--- src/hw/fp_pkg.sv ---
// shared constants for the front panel input interface
package fp_pkg;
  // ----------------------------------------------------------------
  // register byte addresses (8 address lines)
  // ----------------------------------------------------------------
  localparam logic [7:0] ADDR_KEYS  = 8'h00;
  localparam logic [7:0] ADDR_ENC   = 8'h04;
  localparam logic [7:0] ADDR_MODE  = 8'h08;
  localparam logic [7:0] ADDR_BRITE = 8'h0C;
  localparam logic [7:0] ADDR_CTRL  = 8'h10;
  localparam logic [7:0] ADDR_LEDS  = 8'h14;
  localparam logic [7:0] ADDR_ISTAT = 8'h18;
  localparam logic [7:0] ADDR_IMASK = 8'h1C;

  // ----------------------------------------------------------------
  // field layout and reset values
  // ----------------------------------------------------------------
  localparam int          KEY_CODE_W   = 4;
  localparam int          BTN_LSB      = 8;
  localparam int          NUM_KEYS     = 15;
  localparam int          NUM_MODES    = 10;
  localparam int          CTRL_CLR_BIT = 0;
  localparam int          IRQ_W        = 3;
  localparam logic [3:0]  KEY_NONE     = 4'hF;
  localparam logic [3:0]  MODE_RST     = 4'h0;
  localparam logic [3:0]  MODE_MAX     = 4'h9;
  localparam logic [1:0]  BRITE_RST    = 2'h0;

  typedef enum logic [1:0] {BRITE_OFF, BRITE_QTR, BRITE_HALF, BRITE_FULL} brite_t;

  // ----------------------------------------------------------------
  // timing
  // ----------------------------------------------------------------
  localparam int CLK_NS        = 25;
  localparam int DEB_TICK_NS   = 1000000;
  localparam int DEB_TICK_CYC  = DEB_TICK_NS / CLK_NS;
  localparam int SCAN_TICK_NS  = 250000;
  localparam int SCAN_TICK_CYC = SCAN_TICK_NS / CLK_NS;
  localparam int DEB_DEPTH     = 4;
endpackage : fp_pkg

--- src/hw/btn_debounce.sv ---
// shift-register debouncer for one active-low pushbutton line
`timescale 1ns/1ps
module btn_debounce #(
  parameter int DEPTH = 4
) (
  // clock and reset
  input  wire logic clk_sys_i,
  input  wire logic srst_i,
  // sample tick and synchronised line
  input  wire logic tick_i,
  input  wire logic line_i,
  // stable level
  output logic      level_o
);
  logic [DEPTH-1:0] shift_ff;
  logic [DEPTH-1:0] nxt_shift;
  logic             level_ff;
  logic             nxt_level;

  // idle line is high (switch open), so reset to all ones
  always_comb
  begin
    nxt_shift = shift_ff;
    nxt_level = level_ff;
    if (tick_i)
    begin
      nxt_shift = {shift_ff[DEPTH-2:0], line_i};
    end
    if (&shift_ff)
    begin
      nxt_level = 1'b1;
    end
    else if (~|shift_ff)
    begin
      nxt_level = 1'b0;
    end
  end

  always_ff @(posedge clk_sys_i)
  begin
    if (srst_i)
    begin
      shift_ff <= '1;
      level_ff <= 1'b1;
    end
    else
    begin
      shift_ff <= nxt_shift;
      level_ff <= nxt_level;
    end
  end

  assign level_o = level_ff;
endmodule : btn_debounce

--- src/hw/front_panel_if.sv ---
// front panel input interface: buttons, keypad, encoders, indicators, brightness
//
// What this block does
// - mode code drives exactly one of ten lightbars
// - brightness off, quarter, half, full by duty
// - processor bus: data, address, read, write, clear
// - processor interrupt request held inactive
// - pushbuttons are active low
// - debouncer output changes only when stages agree
// - debouncers shift on their own slow tick
// - keypad code is complement of top priority
// - higher key overrides, lower keys ignored
// - digits 1-10, point 11, H K M, clear 15
// - keypad code and buttons readable on bus
// - encoder trigger line plus direction level
// - trigger sets event flag, captures direction
// - encoder flags driven during their read and for one cycle after it
// - end of encoder read clears the flags
// - bus clear resets all written latches
// - read words hold steady during read strobe
//
// Chosen here: the register addresses and the APB interface to the registers.
`timescale 1ns/1ps
module front_panel_if
  import fp_pkg::*;
#(
  parameter int N_BTN     = 8,
  parameter int N_LED     = 8,
  parameter int DEB_DIV   = DEB_TICK_CYC,
  parameter int SCAN_DIV  = SCAN_TICK_CYC
) (
  // clock and reset
  input  wire logic                 clk_sys_i,
  input  wire logic                 srst_i,
  // apb slave
  input  wire logic                 psel_i,
  input  wire logic                 penable_i,
  input  wire logic                 pwrite_i,
  input  wire logic [7:0]           paddr_i,
  input  wire logic [31:0]          pwdata_i,
  output logic [31:0]               prdata_o,
  output logic                      pready_o,
  output logic                      pslverr_o,
  // panel inputs; keys and buttons active low, encoder trigger active high (rising edge)
  input  wire logic [NUM_KEYS-1:0]  key_n_i,
  input  wire logic [N_BTN-1:0]     btn_n_i,
  input  wire logic [1:0]           enc_trig_i,
  input  wire logic [1:0]           enc_dir_i,
  // panel outputs
  output logic [NUM_MODES-1:0]      mode_bar_o,
  output logic [N_LED-1:0]          led_o,
  output logic                      scan_en_o,
  // interrupts
  output logic                      irq_o,
  output logic                      proc_irq_o
);
  import fp_pkg::*;

  localparam int NSYNC = NUM_KEYS + N_BTN + 4;

  // ----------------------------------------------------------------
  // synchronisers and debouncers
  // ----------------------------------------------------------------
  logic [NSYNC-1:0]           sync1_ff;
  logic [NSYNC-1:0]           sync2_ff;
  logic [31:0]                deb_cnt_ff;
  logic [31:0]                nxt_deb_cnt;
  logic                       deb_tick;
  logic [NUM_KEYS+N_BTN-1:0]  deb_lvl;
  logic [KEY_CODE_W-1:0]      key_code;

  always_ff @(posedge clk_sys_i)
  begin
    if (srst_i)
    begin
      sync1_ff <= '1;
      sync2_ff <= '1;
    end
    else
    begin
      sync1_ff <= {enc_dir_i, enc_trig_i, btn_n_i, key_n_i};
      sync2_ff <= sync1_ff;
    end
  end

  // local divider, not tied to bus activity
  always_comb
  begin
    deb_tick    = (deb_cnt_ff == 32'(DEB_DIV - 1));
    nxt_deb_cnt = deb_tick ? '0 : deb_cnt_ff + 32'h1;
  end

  always_ff @(posedge clk_sys_i)
  begin
    if (srst_i)
    begin
      deb_cnt_ff <= '0;
    end
    else
    begin
      deb_cnt_ff <= nxt_deb_cnt;
    end
  end

  for (genvar g = 0; g < NUM_KEYS + N_BTN; g++)
  begin : g_deb
    btn_debounce #(.DEPTH(DEB_DEPTH)) u_deb (
      .clk_sys_i (clk_sys_i),
      .srst_i    (srst_i),
      .tick_i    (deb_tick),
      .line_i    (sync2_ff[g]),
      .level_o   (deb_lvl[g])
    );
  end

  key_encoder u_keys (
    .clk_sys_i (clk_sys_i),
    .srst_i    (srst_i),
    .pressed_i (~deb_lvl[NUM_KEYS-1:0]),
    .code_o    (key_code)
  );

  // ----------------------------------------------------------------
  // shaft encoders
  // ----------------------------------------------------------------
  logic [1:0] trig_s;
  logic [1:0] dir_s;
  logic [1:0] trig_d_ff;
  logic [1:0] trig_edge;
  logic [1:0] ev_ff;
  logic [1:0] dir_ff;
  logic [1:0] nxt_ev;
  logic [1:0] nxt_dir;
  logic       enc_clr_ff;
  logic       nxt_enc_clr;
  logic [1:0] snap_ev_ff;

  assign trig_s    = sync2_ff[NUM_KEYS+N_BTN +: 2];
  assign dir_s     = sync2_ff[NUM_KEYS+N_BTN+2 +: 2];
  assign trig_edge = trig_s & ~trig_d_ff;

  // only flags seen by the read are cleared, so a late trigger survives
  always_comb
  begin
    for (int i = 0; i < 2; i++)
    begin
      nxt_ev[i]  = ev_ff[i];
      nxt_dir[i] = dir_ff[i];
      if (trig_edge[i])
      begin
        nxt_ev[i]  = 1'b1;
        nxt_dir[i] = dir_s[i];
      end
      else if (enc_clr_ff && snap_ev_ff[i])
      begin
        nxt_ev[i]  = 1'b0;
        nxt_dir[i] = 1'b0;
      end
    end
  end

  always_ff @(posedge clk_sys_i)
  begin
    if (srst_i)
    begin
      // synchroniser resets high, so a low start here would fake a trigger edge
      trig_d_ff <= '1;
      ev_ff     <= '0;
      dir_ff    <= '0;
    end
    else
    begin
      trig_d_ff <= trig_s;
      ev_ff     <= nxt_ev;
      dir_ff    <= nxt_dir;
    end
  end

  // ----------------------------------------------------------------
  // apb slave and latches
  // ----------------------------------------------------------------
  logic                   rd_setup;
  logic                   wr_acc;
  logic                   rd_done;
  logic                   mapped;
  logic [31:0]            keys_word;
  logic [31:0]            snap_keys_ff;
  logic [31:0]            nxt_snap_keys;
  logic [3:0]             snap_enc_ff;
  logic [3:0]             nxt_snap_enc;
  logic [1:0]             nxt_snap_ev;
  logic [31:0]            prdata_ff;
  logic [31:0]            nxt_prdata;
  logic                   pready_ff;
  logic                   pslverr_ff;
  logic                   nxt_pslverr;
  logic [3:0]             mode_ff;
  logic [3:0]             nxt_mode;
  logic [1:0]             brite_ff;
  logic [1:0]             nxt_brite;
  logic [N_LED-1:0]       led_ff;
  logic [N_LED-1:0]       nxt_led;
  logic [IRQ_W-1:0]       istat_ff;
  logic [IRQ_W-1:0]       nxt_istat;
  logic [IRQ_W-1:0]       imask_ff;
  logic [IRQ_W-1:0]       nxt_imask;
  logic [KEY_CODE_W-1:0]  key_prev_ff;
  logic                   bus_clr;

  function automatic logic is_mapped(input logic [7:0] a);
    return a inside {ADDR_KEYS, ADDR_ENC, ADDR_MODE, ADDR_BRITE,
                     ADDR_CTRL, ADDR_LEDS, ADDR_ISTAT, ADDR_IMASK};
  endfunction : is_mapped

  assign rd_setup  = psel_i && !penable_i && !pwrite_i;
  assign wr_acc    = psel_i && penable_i && pwrite_i && pready_ff;
  assign rd_done   = psel_i && penable_i && !pwrite_i && pready_ff;
  assign mapped    = is_mapped(paddr_i);
  assign bus_clr   = wr_acc && (paddr_i == ADDR_CTRL) && pwdata_i[CTRL_CLR_BIT];
  assign keys_word = {{(32-BTN_LSB-N_BTN){1'b0}}, deb_lvl[NUM_KEYS +: N_BTN],
                      {(BTN_LSB-KEY_CODE_W){1'b0}}, key_code};

  always_comb
  begin
    nxt_snap_keys = snap_keys_ff;
    nxt_snap_enc  = snap_enc_ff;
    nxt_snap_ev   = snap_ev_ff;
    nxt_prdata    = prdata_ff;
    nxt_pslverr   = 1'b0;
    nxt_enc_clr   = 1'b0;
    if (!(psel_i && !pwrite_i))
    begin
      nxt_snap_keys = keys_word;
      nxt_snap_enc  = {dir_ff[1], ev_ff[1], dir_ff[0], ev_ff[0]};
    end
    if (rd_setup)
    begin
      nxt_pslverr = !mapped;
      unique case (paddr_i)
        ADDR_KEYS:  nxt_prdata = keys_word;
        ADDR_ENC:   nxt_prdata = {28'h0, dir_ff[1], ev_ff[1], dir_ff[0], ev_ff[0]};
        ADDR_MODE:  nxt_prdata = {28'h0, mode_ff};
        ADDR_BRITE: nxt_prdata = {30'h0, brite_ff};
        ADDR_LEDS:  nxt_prdata = {{(32-N_LED){1'b0}}, led_ff};
        ADDR_ISTAT: nxt_prdata = {{(32-IRQ_W){1'b0}}, istat_ff};
        ADDR_IMASK: nxt_prdata = {{(32-IRQ_W){1'b0}}, imask_ff};
        default:    nxt_prdata = 32'h0;
      endcase
      if (paddr_i == ADDR_ENC)
      begin
        nxt_snap_ev = ev_ff;
      end
    end
    else if (!(psel_i && !pwrite_i))
    begin
      nxt_prdata = 32'h0;
    end
    else if (paddr_i == ADDR_KEYS)
    begin
      nxt_prdata = snap_keys_ff;
    end
    else if (paddr_i == ADDR_ENC)
    begin
      nxt_prdata = {28'h0, snap_enc_ff};
    end
    if (rd_done && paddr_i == ADDR_ENC)
    begin
      nxt_enc_clr = 1'b1;
    end
  end

  always_comb
  begin
    nxt_mode  = mode_ff;
    nxt_brite = brite_ff;
    nxt_led   = led_ff;
    nxt_imask = imask_ff;
    nxt_istat = istat_ff;
    if (wr_acc && paddr_i == ADDR_ISTAT)
    begin
      nxt_istat = istat_ff & ~pwdata_i[IRQ_W-1:0];
    end
    // new events win over a same-cycle clear
    nxt_istat = nxt_istat | {trig_edge, key_code != key_prev_ff};
    if (bus_clr)
    begin
      nxt_mode  = MODE_RST;
      nxt_brite = BRITE_RST;
      nxt_led   = '0;
      nxt_imask = '0;
    end
    else if (wr_acc)
    begin
      unique case (paddr_i)
        ADDR_MODE:
        begin
          // codes past nine would light nothing, so they are refused
          if (pwdata_i[3:0] <= MODE_MAX)
          begin
            nxt_mode = pwdata_i[3:0];
          end
        end
        ADDR_BRITE: nxt_brite = pwdata_i[1:0];
        ADDR_LEDS:  nxt_led   = pwdata_i[N_LED-1:0];
        ADDR_IMASK: nxt_imask = pwdata_i[IRQ_W-1:0];
        default:    nxt_led   = led_ff;
      endcase
    end
  end

  always_ff @(posedge clk_sys_i)
  begin
    if (srst_i)
    begin
      snap_keys_ff <= '0;
      snap_enc_ff  <= '0;
      snap_ev_ff   <= '0;
      prdata_ff    <= '0;
      pready_ff    <= 1'b0;
      pslverr_ff   <= 1'b0;
      enc_clr_ff   <= 1'b0;
      mode_ff      <= MODE_RST;
      brite_ff     <= BRITE_RST;
      led_ff       <= '0;
      istat_ff     <= '0;
      imask_ff     <= '0;
      key_prev_ff  <= KEY_NONE;
    end
    else
    begin
      snap_keys_ff <= nxt_snap_keys;
      snap_enc_ff  <= nxt_snap_enc;
      snap_ev_ff   <= nxt_snap_ev;
      prdata_ff    <= nxt_prdata;
      pready_ff    <= psel_i && !penable_i;
      pslverr_ff   <= nxt_pslverr;
      enc_clr_ff   <= nxt_enc_clr;
      mode_ff      <= nxt_mode;
      brite_ff     <= nxt_brite;
      led_ff       <= nxt_led;
      istat_ff     <= nxt_istat;
      imask_ff     <= nxt_imask;
      key_prev_ff  <= key_code;
    end
  end

  // ----------------------------------------------------------------
  // indicators, brightness and interrupt
  // ----------------------------------------------------------------
  logic [31:0]          scan_cnt_ff;
  logic [31:0]          nxt_scan_cnt;
  logic [1:0]           phase_ff;
  logic [1:0]           nxt_phase;
  logic                 scan_tick;
  logic                 nxt_scan_en;
  logic                 scan_en_ff;
  logic [NUM_MODES-1:0] bar_ff;
  logic                 irq_ff;

  always_comb
  begin
    scan_tick    = (scan_cnt_ff == 32'(SCAN_DIV - 1));
    nxt_scan_cnt = scan_tick ? '0 : scan_cnt_ff + 32'h1;
    nxt_phase    = scan_tick ? phase_ff + 2'h1 : phase_ff;
    unique case (brite_t'(brite_ff))
      BRITE_OFF:  nxt_scan_en = 1'b0;
      BRITE_QTR:  nxt_scan_en = (phase_ff == 2'h0);
      BRITE_HALF: nxt_scan_en = !phase_ff[0];
      BRITE_FULL: nxt_scan_en = 1'b1;
    endcase
  end

  always_ff @(posedge clk_sys_i)
  begin
    if (srst_i)
    begin
      scan_cnt_ff <= '0;
      phase_ff    <= '0;
      scan_en_ff  <= 1'b0;
      bar_ff      <= NUM_MODES'(1);
      irq_ff      <= 1'b0;
    end
    else
    begin
      scan_cnt_ff <= nxt_scan_cnt;
      phase_ff    <= nxt_phase;
      scan_en_ff  <= nxt_scan_en;
      bar_ff      <= NUM_MODES'(1) << mode_ff;
      irq_ff      <= |(istat_ff & imask_ff);
    end
  end

  assign prdata_o   = prdata_ff;
  assign pready_o   = pready_ff;
  assign pslverr_o  = pslverr_ff;
  assign mode_bar_o = bar_ff;
  assign led_o      = led_ff;
  assign scan_en_o  = scan_en_ff;
  assign irq_o      = irq_ff;
  assign proc_irq_o = 1'b0;

  // ----------------------------------------------------------------
  // checks
  // ----------------------------------------------------------------
  chk_mode_onehot: assert property (@(posedge clk_sys_i) disable iff (srst_i)
    $onehot(mode_bar_o)) else $error("mode lightbars not one-hot");
  chk_bright_off: assert property (@(posedge clk_sys_i) disable iff (srst_i)
    (brite_ff == BRITE_OFF) ##1 (brite_ff == BRITE_OFF) |-> !scan_en_o) else $error("scan on at zero brightness");
  chk_proc_irq_idle: assert property (@(posedge clk_sys_i) disable iff (srst_i)
    !proc_irq_o) else $error("processor request driven");
  chk_key_idle: assert property (@(posedge clk_sys_i) disable iff (srst_i)
    (&deb_lvl[NUM_KEYS-1:0]) |=> (key_code == KEY_NONE)) else $error("idle keypad code wrong");
  chk_key_clear_top: assert property (@(posedge clk_sys_i) disable iff (srst_i)
    !deb_lvl[NUM_KEYS-1] |=> (key_code == 4'h0)) else $error("clear key not top priority");
  chk_enc_set: assert property (@(posedge clk_sys_i) disable iff (srst_i)
    trig_edge[0] |=> ev_ff[0] && (dir_ff[0] == $past(dir_s[0]))) else $error("encoder event not captured");
  chk_enc_clear: assert property (@(posedge clk_sys_i) disable iff (srst_i)
    rd_done && (paddr_i == ADDR_ENC) && snap_ev_ff[1] ##1 !trig_edge[1] |=> !ev_ff[1])
    else $error("encoder flag not cleared after read");
  chk_enc_keep: assert property (@(posedge clk_sys_i) disable iff (srst_i)
    enc_clr_ff && trig_edge[0] |=> ev_ff[0]) else $error("trigger lost to clear");
  chk_bus_clear: assert property (@(posedge clk_sys_i) disable iff (srst_i)
    bus_clr |=> (mode_ff == MODE_RST) && (led_o == '0) ##1 mode_bar_o == NUM_MODES'(1))
    else $error("bus clear missed a latch");
  chk_read_hold: assert property (@(posedge clk_sys_i) disable iff (srst_i)
    psel_i && penable_i && !pwrite_i |-> $stable(snap_keys_ff) && $stable(snap_enc_ff))
    else $error("read word moved during strobe");
  chk_enc_idle_bus: assert property (@(posedge clk_sys_i) disable iff (srst_i)
    !psel_i ##1 !psel_i |-> prdata_o == 32'h0) else $error("read data driven outside read");
endmodule : front_panel_if

--- src/hw/key_encoder.sv ---
// static priority encoder for the 15-key keypad
`timescale 1ns/1ps
module key_encoder
  import fp_pkg::*;
(
  // clock and reset
  input  wire logic                  clk_sys_i,
  input  wire logic                  srst_i,
  // pressed keys, active high, index 0 is digit zero
  input  wire logic [NUM_KEYS-1:0]   pressed_i,
  // complemented priority
  output logic [KEY_CODE_W-1:0]      code_o
);
  logic [KEY_CODE_W-1:0] code_ff;
  logic [KEY_CODE_W-1:0] nxt_code;

  // highest pressed index + 1; zero when nothing is pressed
  function automatic logic [KEY_CODE_W-1:0] top_prio(input logic [NUM_KEYS-1:0] p);
    logic [KEY_CODE_W-1:0] r;
    r = '0;
    for (int i = 0; i < NUM_KEYS; i++)
    begin
      if (p[i])
      begin
        r = KEY_CODE_W'(i + 1);
      end
    end
    return r;
  endfunction : top_prio

  always_comb
  begin
    nxt_code = ~top_prio(pressed_i);
  end

  always_ff @(posedge clk_sys_i)
  begin
    if (srst_i)
    begin
      code_ff <= KEY_NONE;
    end
    else
    begin
      code_ff <= nxt_code;
    end
  end

  assign code_o = code_ff;
endmodule : key_encoder

--- config.mk ---
export PLATFORM = sky130hd
export DESIGN_NAME = front_panel_if
export DESIGN_NICKNAME = d
export VERILOG_FILES = /design/src/hw/fp_pkg.sv /design/src/hw/btn_debounce.sv /design/src/hw/front_panel_if.sv /design/src/hw/key_encoder.sv
export SDC_FILE = /design/constraint.sdc
export NUM_CORES = 1
export LEC_CHECK = 0
export ABC_AREA = 1
export BUFFER_PORTS_ARGS = -buffer_cell sky130_fd_sc_hd__buf_4
export CAP_MARGIN = 5
export CORE_MARGIN = 3
export CORE_UTILIZATION = 35
export CTS_BUF_LIST = sky130_fd_sc_hd__clkbuf_2 sky130_fd_sc_hd__clkbuf_4 sky130_fd_sc_hd__clkbuf_8
export CTS_CLUSTER_SIZE = 40
export DETAILED_ROUTE_END_ITERATION = 8
export PLACE_DENSITY = 0.54
export SYNTH_ARGS = -nofsm -noshare
export SYNTH_HDL_FRONTEND = slang
export SYNTH_SLANG_ARGS = --single-unit
--- constraint.sdc ---
create_clock -name clk_sys_i -period 3.16 [get_ports clk_sys_i]
set_clock_uncertainty 0.15 [all_clocks]
set_input_delay 0.474 -clock clk_sys_i [delete_from_list [all_inputs] [get_ports clk_sys_i]]
set_output_delay 0.474 -clock clk_sys_i [all_outputs]
set_load 0.02 [all_outputs]
Word level (Yosys, flattened, before mapping). Cells that the tools add are included.

Input bits: 72. Output and inout bits: 55. Logic and storage cells: 233. Register bits: 334.

Add/sub/neg operators: 3. Magnitude comparators: 1. Shift operators: 1. Eq/ne operators: 14. Reduce and logical (&&, ||, !) cells: 103. Mux-type cells: 29. Bitwise logic cells: 9.

Operator list (number): $mux 32 (4); $pmux 16 s7 (1); $reduce_and 4->1 (23); $reduce_or 4->1 (23); $add 32x1->32 const B (2); $reduce_or 2->1 (27); $eq 32x14->1 const B (1); $eq 32x16->1 const B (1); $eq 8x5->1 const B (4); $mux 4 (8); $eq 8x4->1 const B (2); $mux 3 (5); $not 15->15 (1); $logic_and 1x1->1 (14); $shl 1x4->10 const A (1); $eq 8x3->1 const B (1); $logic_not 8->1 (1); $mux 1 (8); $reduce_and 2->1 (4); $reduce_bool 8->1 (1); $and 3x3->3 (2); $eq 2x2->1 const B (2); $le 4x4->1 const B (1); $logic_not 1->1 (4); other kinds (16) (19).

Logic depth before layout (Yosys ltp).
Depth in word-level cells: 17. Gate-level depth with buffers: 16. Gate-level depth less buffers: 16.

Modules after synthesis. Synthesis repeated with hierarchy kept, for this count alone.

Cells, all modules: 1853. Area total of the unflattened synthesis: 13251.5 µm².

Modules (own cells, without submodules): front_panel_if (area an instance 8582.0 µm², cells each 1159, sequential area each 3983.8 µm², times used 1); btn_debounce (area an instance 191.4 µm², cells each 28, sequential area each 100.1 µm², times used 23); key_encoder (area an instance 266.5 µm², cells each 50, sequential area each 80.1 µm², times used 1).

Worst setup path after synthesis. No wires, ideal clock.

Path type: reg-to-reg. From: register deb_cnt_ff[0]. To: register g_deb[20].u_deb.shift_ff[1]. Library setup time: 0.137 ns. Slack: 1.328 ns. Buffers on the path: 2. Required time: 2.873 ns. Cell stages (with the launch flop): 12. Period minus slack after synthesis: 1.832 ns. Data arrival time: 1.545 ns. Cells stage by stage: dfxtp_1 > ha_1 > nand2_1 > nor2_2 > inv_2 > nor4_2 > and3_1 > nand2_2 > buf_2 > buf_2 > nand2_1 > o211ai_1.

Longest elaborated chain between the ends: 1.

RTL lines: from (decl) (RTL line front_panel_if.sv:66) `logic [31:0] deb_cnt_ff;`; from (signal assigned) (RTL line front_panel_if.sv:101) `deb_cnt_ff <= nxt_deb_cnt;`; $eq 32x16->1 (RTL line front_panel_if.sv:89) `deb_tick = (deb_cnt_ff == 32'(DEB_DIV - 1));`; to (signal assigned) (RTL line btn_debounce.sv:48) `shift_ff <= nxt_shift;`; to (decl) (RTL line btn_debounce.sv:15) `logic [DEPTH-1:0] shift_ff;`.

Every way passes these cells. A chain may end at the register's enable or synchronous reset.

Final worst setup path.
From: register deb_cnt_ff[0]. To: register g_deb[16].u_deb.shift_ff[1].

Longest elaborated chain between the ends: 1.

RTL lines (RTL line): $eq 32x16->1 (front_panel_if.sv:89); to (signal assigned) (btn_debounce.sv:48); to (decl) (btn_debounce.sv:15).

Every way passes these cells.

==> flow_summary_export.csv <==
group,metric,value,unit
run_status,status,"finished clean",
finish,final_cell_mix,"nand2_1 (343), dfxtp_1 (318), inv_1 (161), nand3_1 (122), nor2_1 (105)",
power,pwr-share-clk,47.8,%
placement,dp_hpwl,18200,µm
detailed_routing,dr.pass1.iters,5,
floorplanning,die_area,38200,µm²
detailed_routing,vias,10240,
timing,report.final.hold_viol_count,0,
worst_setup_path,reg2reg_slack,750,ps
finish,final_cell_area,15100,µm²
power,p_leak,6.64,nW
synth,synth-seq-cells,318,
timing,slew_violations,0,
finish,layout_commonest_cell,"nand2_1",
power,seqPwrFrac,48.9,%
power,power_density,554,nW/µm²
power,switching_share,21.6,%
timing,tightest_slew,637,ps
floorplanning,initial_core_util,36.0,%
floorplanning,io_pins,127,
detailed_routing,wl_per_cell,12.4,µm
placement,place_area,13500,µm²
global_route,grt_overflow,0,
worst_setup_path,worst_path_most_repeated_cell,"nand2_1",
worst_setup_path,worstPathRequired,3430,ps
placement,place.gp.congestion,0.829,
clocking,clock-sinks,318,
worst_setup_path,r2r-end,"g_deb[16].u_deb.shift_ff[1]",
hold_path,holdCritPathClass,"in -> reg",
timing,period_needed,2410,ps
clocking,numCtsBuffers,54,
clocking,clk_pin_slew,60,ps
detailed_routing,vias_per_cell,4.66,
clocking,cts_root_buffer,"clkbuf_8",
worst_setup_path,worstPathMaxFanout,43,
finish,post-route-util,43.2,%
power,vdd_ir_drop_max,0.000332,V
global_route,antenna_found_initial,1,
timing,max_freq,0.415,GHz
floorplanning,die_w,196,µm
timing,setup_viol,0,
synth,syn_area,12600,µm²
placement,io_buffers,85,
synth,syn_inst,1573,
finish,layout-drive-gt1-share,17.5,%
worst_setup_path,cp_cell_sequence,"ha_1 > nand2_1 > nor2_2 > inv_2 > nor4_2 > and3_1 > nand2_2 > buf_4 > nand2_1 > o211ai_1",
clocking,ctsLongestPathBuffers,3,
clocking,htreeDepth,2,
global_route,grt_max_degree,89,
hold_path,hp-start,"pwdata_i[6]",
hold_path,holdPathEnd,"led_o[6]",
finish,diodes,0,
finish,final_nets,1775,
synth,synth_cell_type_count,43,
synth,yosysWarnings,0,
clocking,cts_tree,"built",
detailed_routing,drcViolationCount,0,
worst_setup_path,cp-end-kind,"flop",
timing,grt_setup_unrepaired,"no",
floorplanning,num_rows,68,
finish,syn_to_final_growth,20.0,%
worst_setup_path,crit_arrival,2680,ps
clocking,clock_latency,580,ps
power,p_sw,1.80,mW
worst_setup_path,crit_start,"deb_cnt_ff[0]",
detailed_routing,wl,27300,µm
worst_setup_path,slowest_delay,400,ps
worst_setup_path,reg2reg_depth,10,
worst_setup_path,cp-start-kind,"flop",
worst_setup_path,crit_slowest_cell,"buf_4",
hold_path,hold_depth,3,
synth,syn_avg_cell_area,7.99,µm²
global_route,grt_pass1_vias,9772,
timing,finalCritPeriodShare,76.2,%
detailed_routing,drt_iter0_drc,543,
job,maxCapViolations,0,
floorplanning,die_height,196,µm
global_route,grt_usage,14.2,%
worst_setup_path,reg2reg_from,"deb_cnt_ff[0]",
timing,max_slew_margin,57.4,%
global_route,grt_pass1_wl,47100,µm
synth,yosysSeqAreaShare,50.6,%
power,intPower,6.56,mW
timing,fin_setup_tns,0,ps
worst_setup_path,critical_path_class,"reg -> reg",
power,combPwrFrac,3.3,%
floorplanning,fp.coreArea,35000,µm²
detailed_routing,antenna_left,0,
layout make-up:
class,count,area [µm²]
well taps,455,569
flip-flops and latches,318,6370
clock buffers,90,1150
repair buffers,130,1100
multi-input cells,1025,5190
clock inverters,10,80.1
fillers,3609,19900
inverters,171,644
state kept, by name (all words and copies together), names as in the netlist, 10 cells and up:
signal / flops
mode_bar_o: 10
prdata_o: 16
g_deb.u_deb.shift_ff: 92
sync1_ff: 27
deb_cnt_ff: 32
g_deb.u_deb.level_o: 23
snap_keys_ff: 12
sync2_ff: 27
scan_cnt_ff: 32
per-layer routing:
metal	wire length [µm]	global-route usage [%]
met4	635	4.67
met1	13800	20.2
met5	0	0
met3	1110	2.80
met2	11700	21.7
kinds of logic after synthesis:
family,share of synthesized area [%]
adder cells (fa/ha/maj),0.299
AND/OR/NAND/NOR,28.2
flip-flops,50.6
XOR/XNOR,2.79
other,0.0298
buffers and inverters,8.60
AO/OA/AOI/OAI,9.49
power by group through the flow:
stage | Clock, mW | Combinational [mW] | Sequential (mW)
after floorplan | 0 | 0.171 | 4.17
after global placement | 0 | 0.249 | 4.18
after detailed placement | 0 | 0.252 | 4.18
after CTS | 4.16 | 0.284 | 4.09
after global routing | 4.36 | 0.317 | 4.09
final | 4.00 | 0.280 | 4.09
worst max-delay path: cells and delay by family, from the launching register on:
| kind | cells | cell delay, ps |
|---|---|---|
| flops | 1 | 350 |
| fa+ha+maj | 1 | 180 |
| compound gates | 1 | 90 |
| simple gates | 6 | 990 |
| buf+inv | 2 | 480 |
how the worst max path moves through the flow:
stage	slack [ps]	cells past startpoint	end
finish	750	10	g_deb[16].u_deb.shift_ff[1]
global placement	760	11	prdata_o[2]
CTS	730	10	g_deb[16].u_deb.shift_ff[1]
floorplan	1330	11	g_deb[20].u_deb.shift_ff[1]
global route	490	10	g_deb[16].u_deb.shift_ff[1]
detailed placement	740	10	g_deb[17].u_deb.shift_ff[0]
metrics by stage:
step,total power [mW],setup slack (ps),std cells,hold slack (ps)
2_1_floorplan,4.34,1330,1589,239
3_3_place_gp,4.42,759,2066,246
3_5_place_dp,4.43,741,2066,243
4_1_cts,8.53,727,2199,7.71
5_1_grt,8.76,485,2199,29.6
6_report,8.37,752,2199,46.5
Yosys cell counts (all sizes together):
library cell,count,area (µm²)
nand2,353,1360
dfxtp,318,6370
inv,171,642
nand3,124,631
nor2,119,492
a21oi,69,345
o21ai,67,335
or2,62,388
buf,48,337
nor3,46,267
nand4,44,288
xor2,32,280
o211ai,28,210
clkbuf,27,103
o41ai,23,201
nor4,11,81.3
xnor2,8,70.1
a211oi,4,30.0
a31oi,4,25.0
nor3b,4,35.0
ha,3,37.5
o22ai,2,12.5
a41oi,1,8.76
and3,1,6.26
conb,1,3.75
o21a,1,7.51
o2bb2ai,1,8.76
o311ai,1,8.76
repair_timing:
action / in CTS / in global routing
setup buffers: 0 / 0
hold endpoints to repair: 32 / 0
hold buffers: 33 / 0
gates resized for setup: 0 / 0
setup endpoints to repair: 0 / 0
No activity file was read; power rests on OpenSTA's default activity.
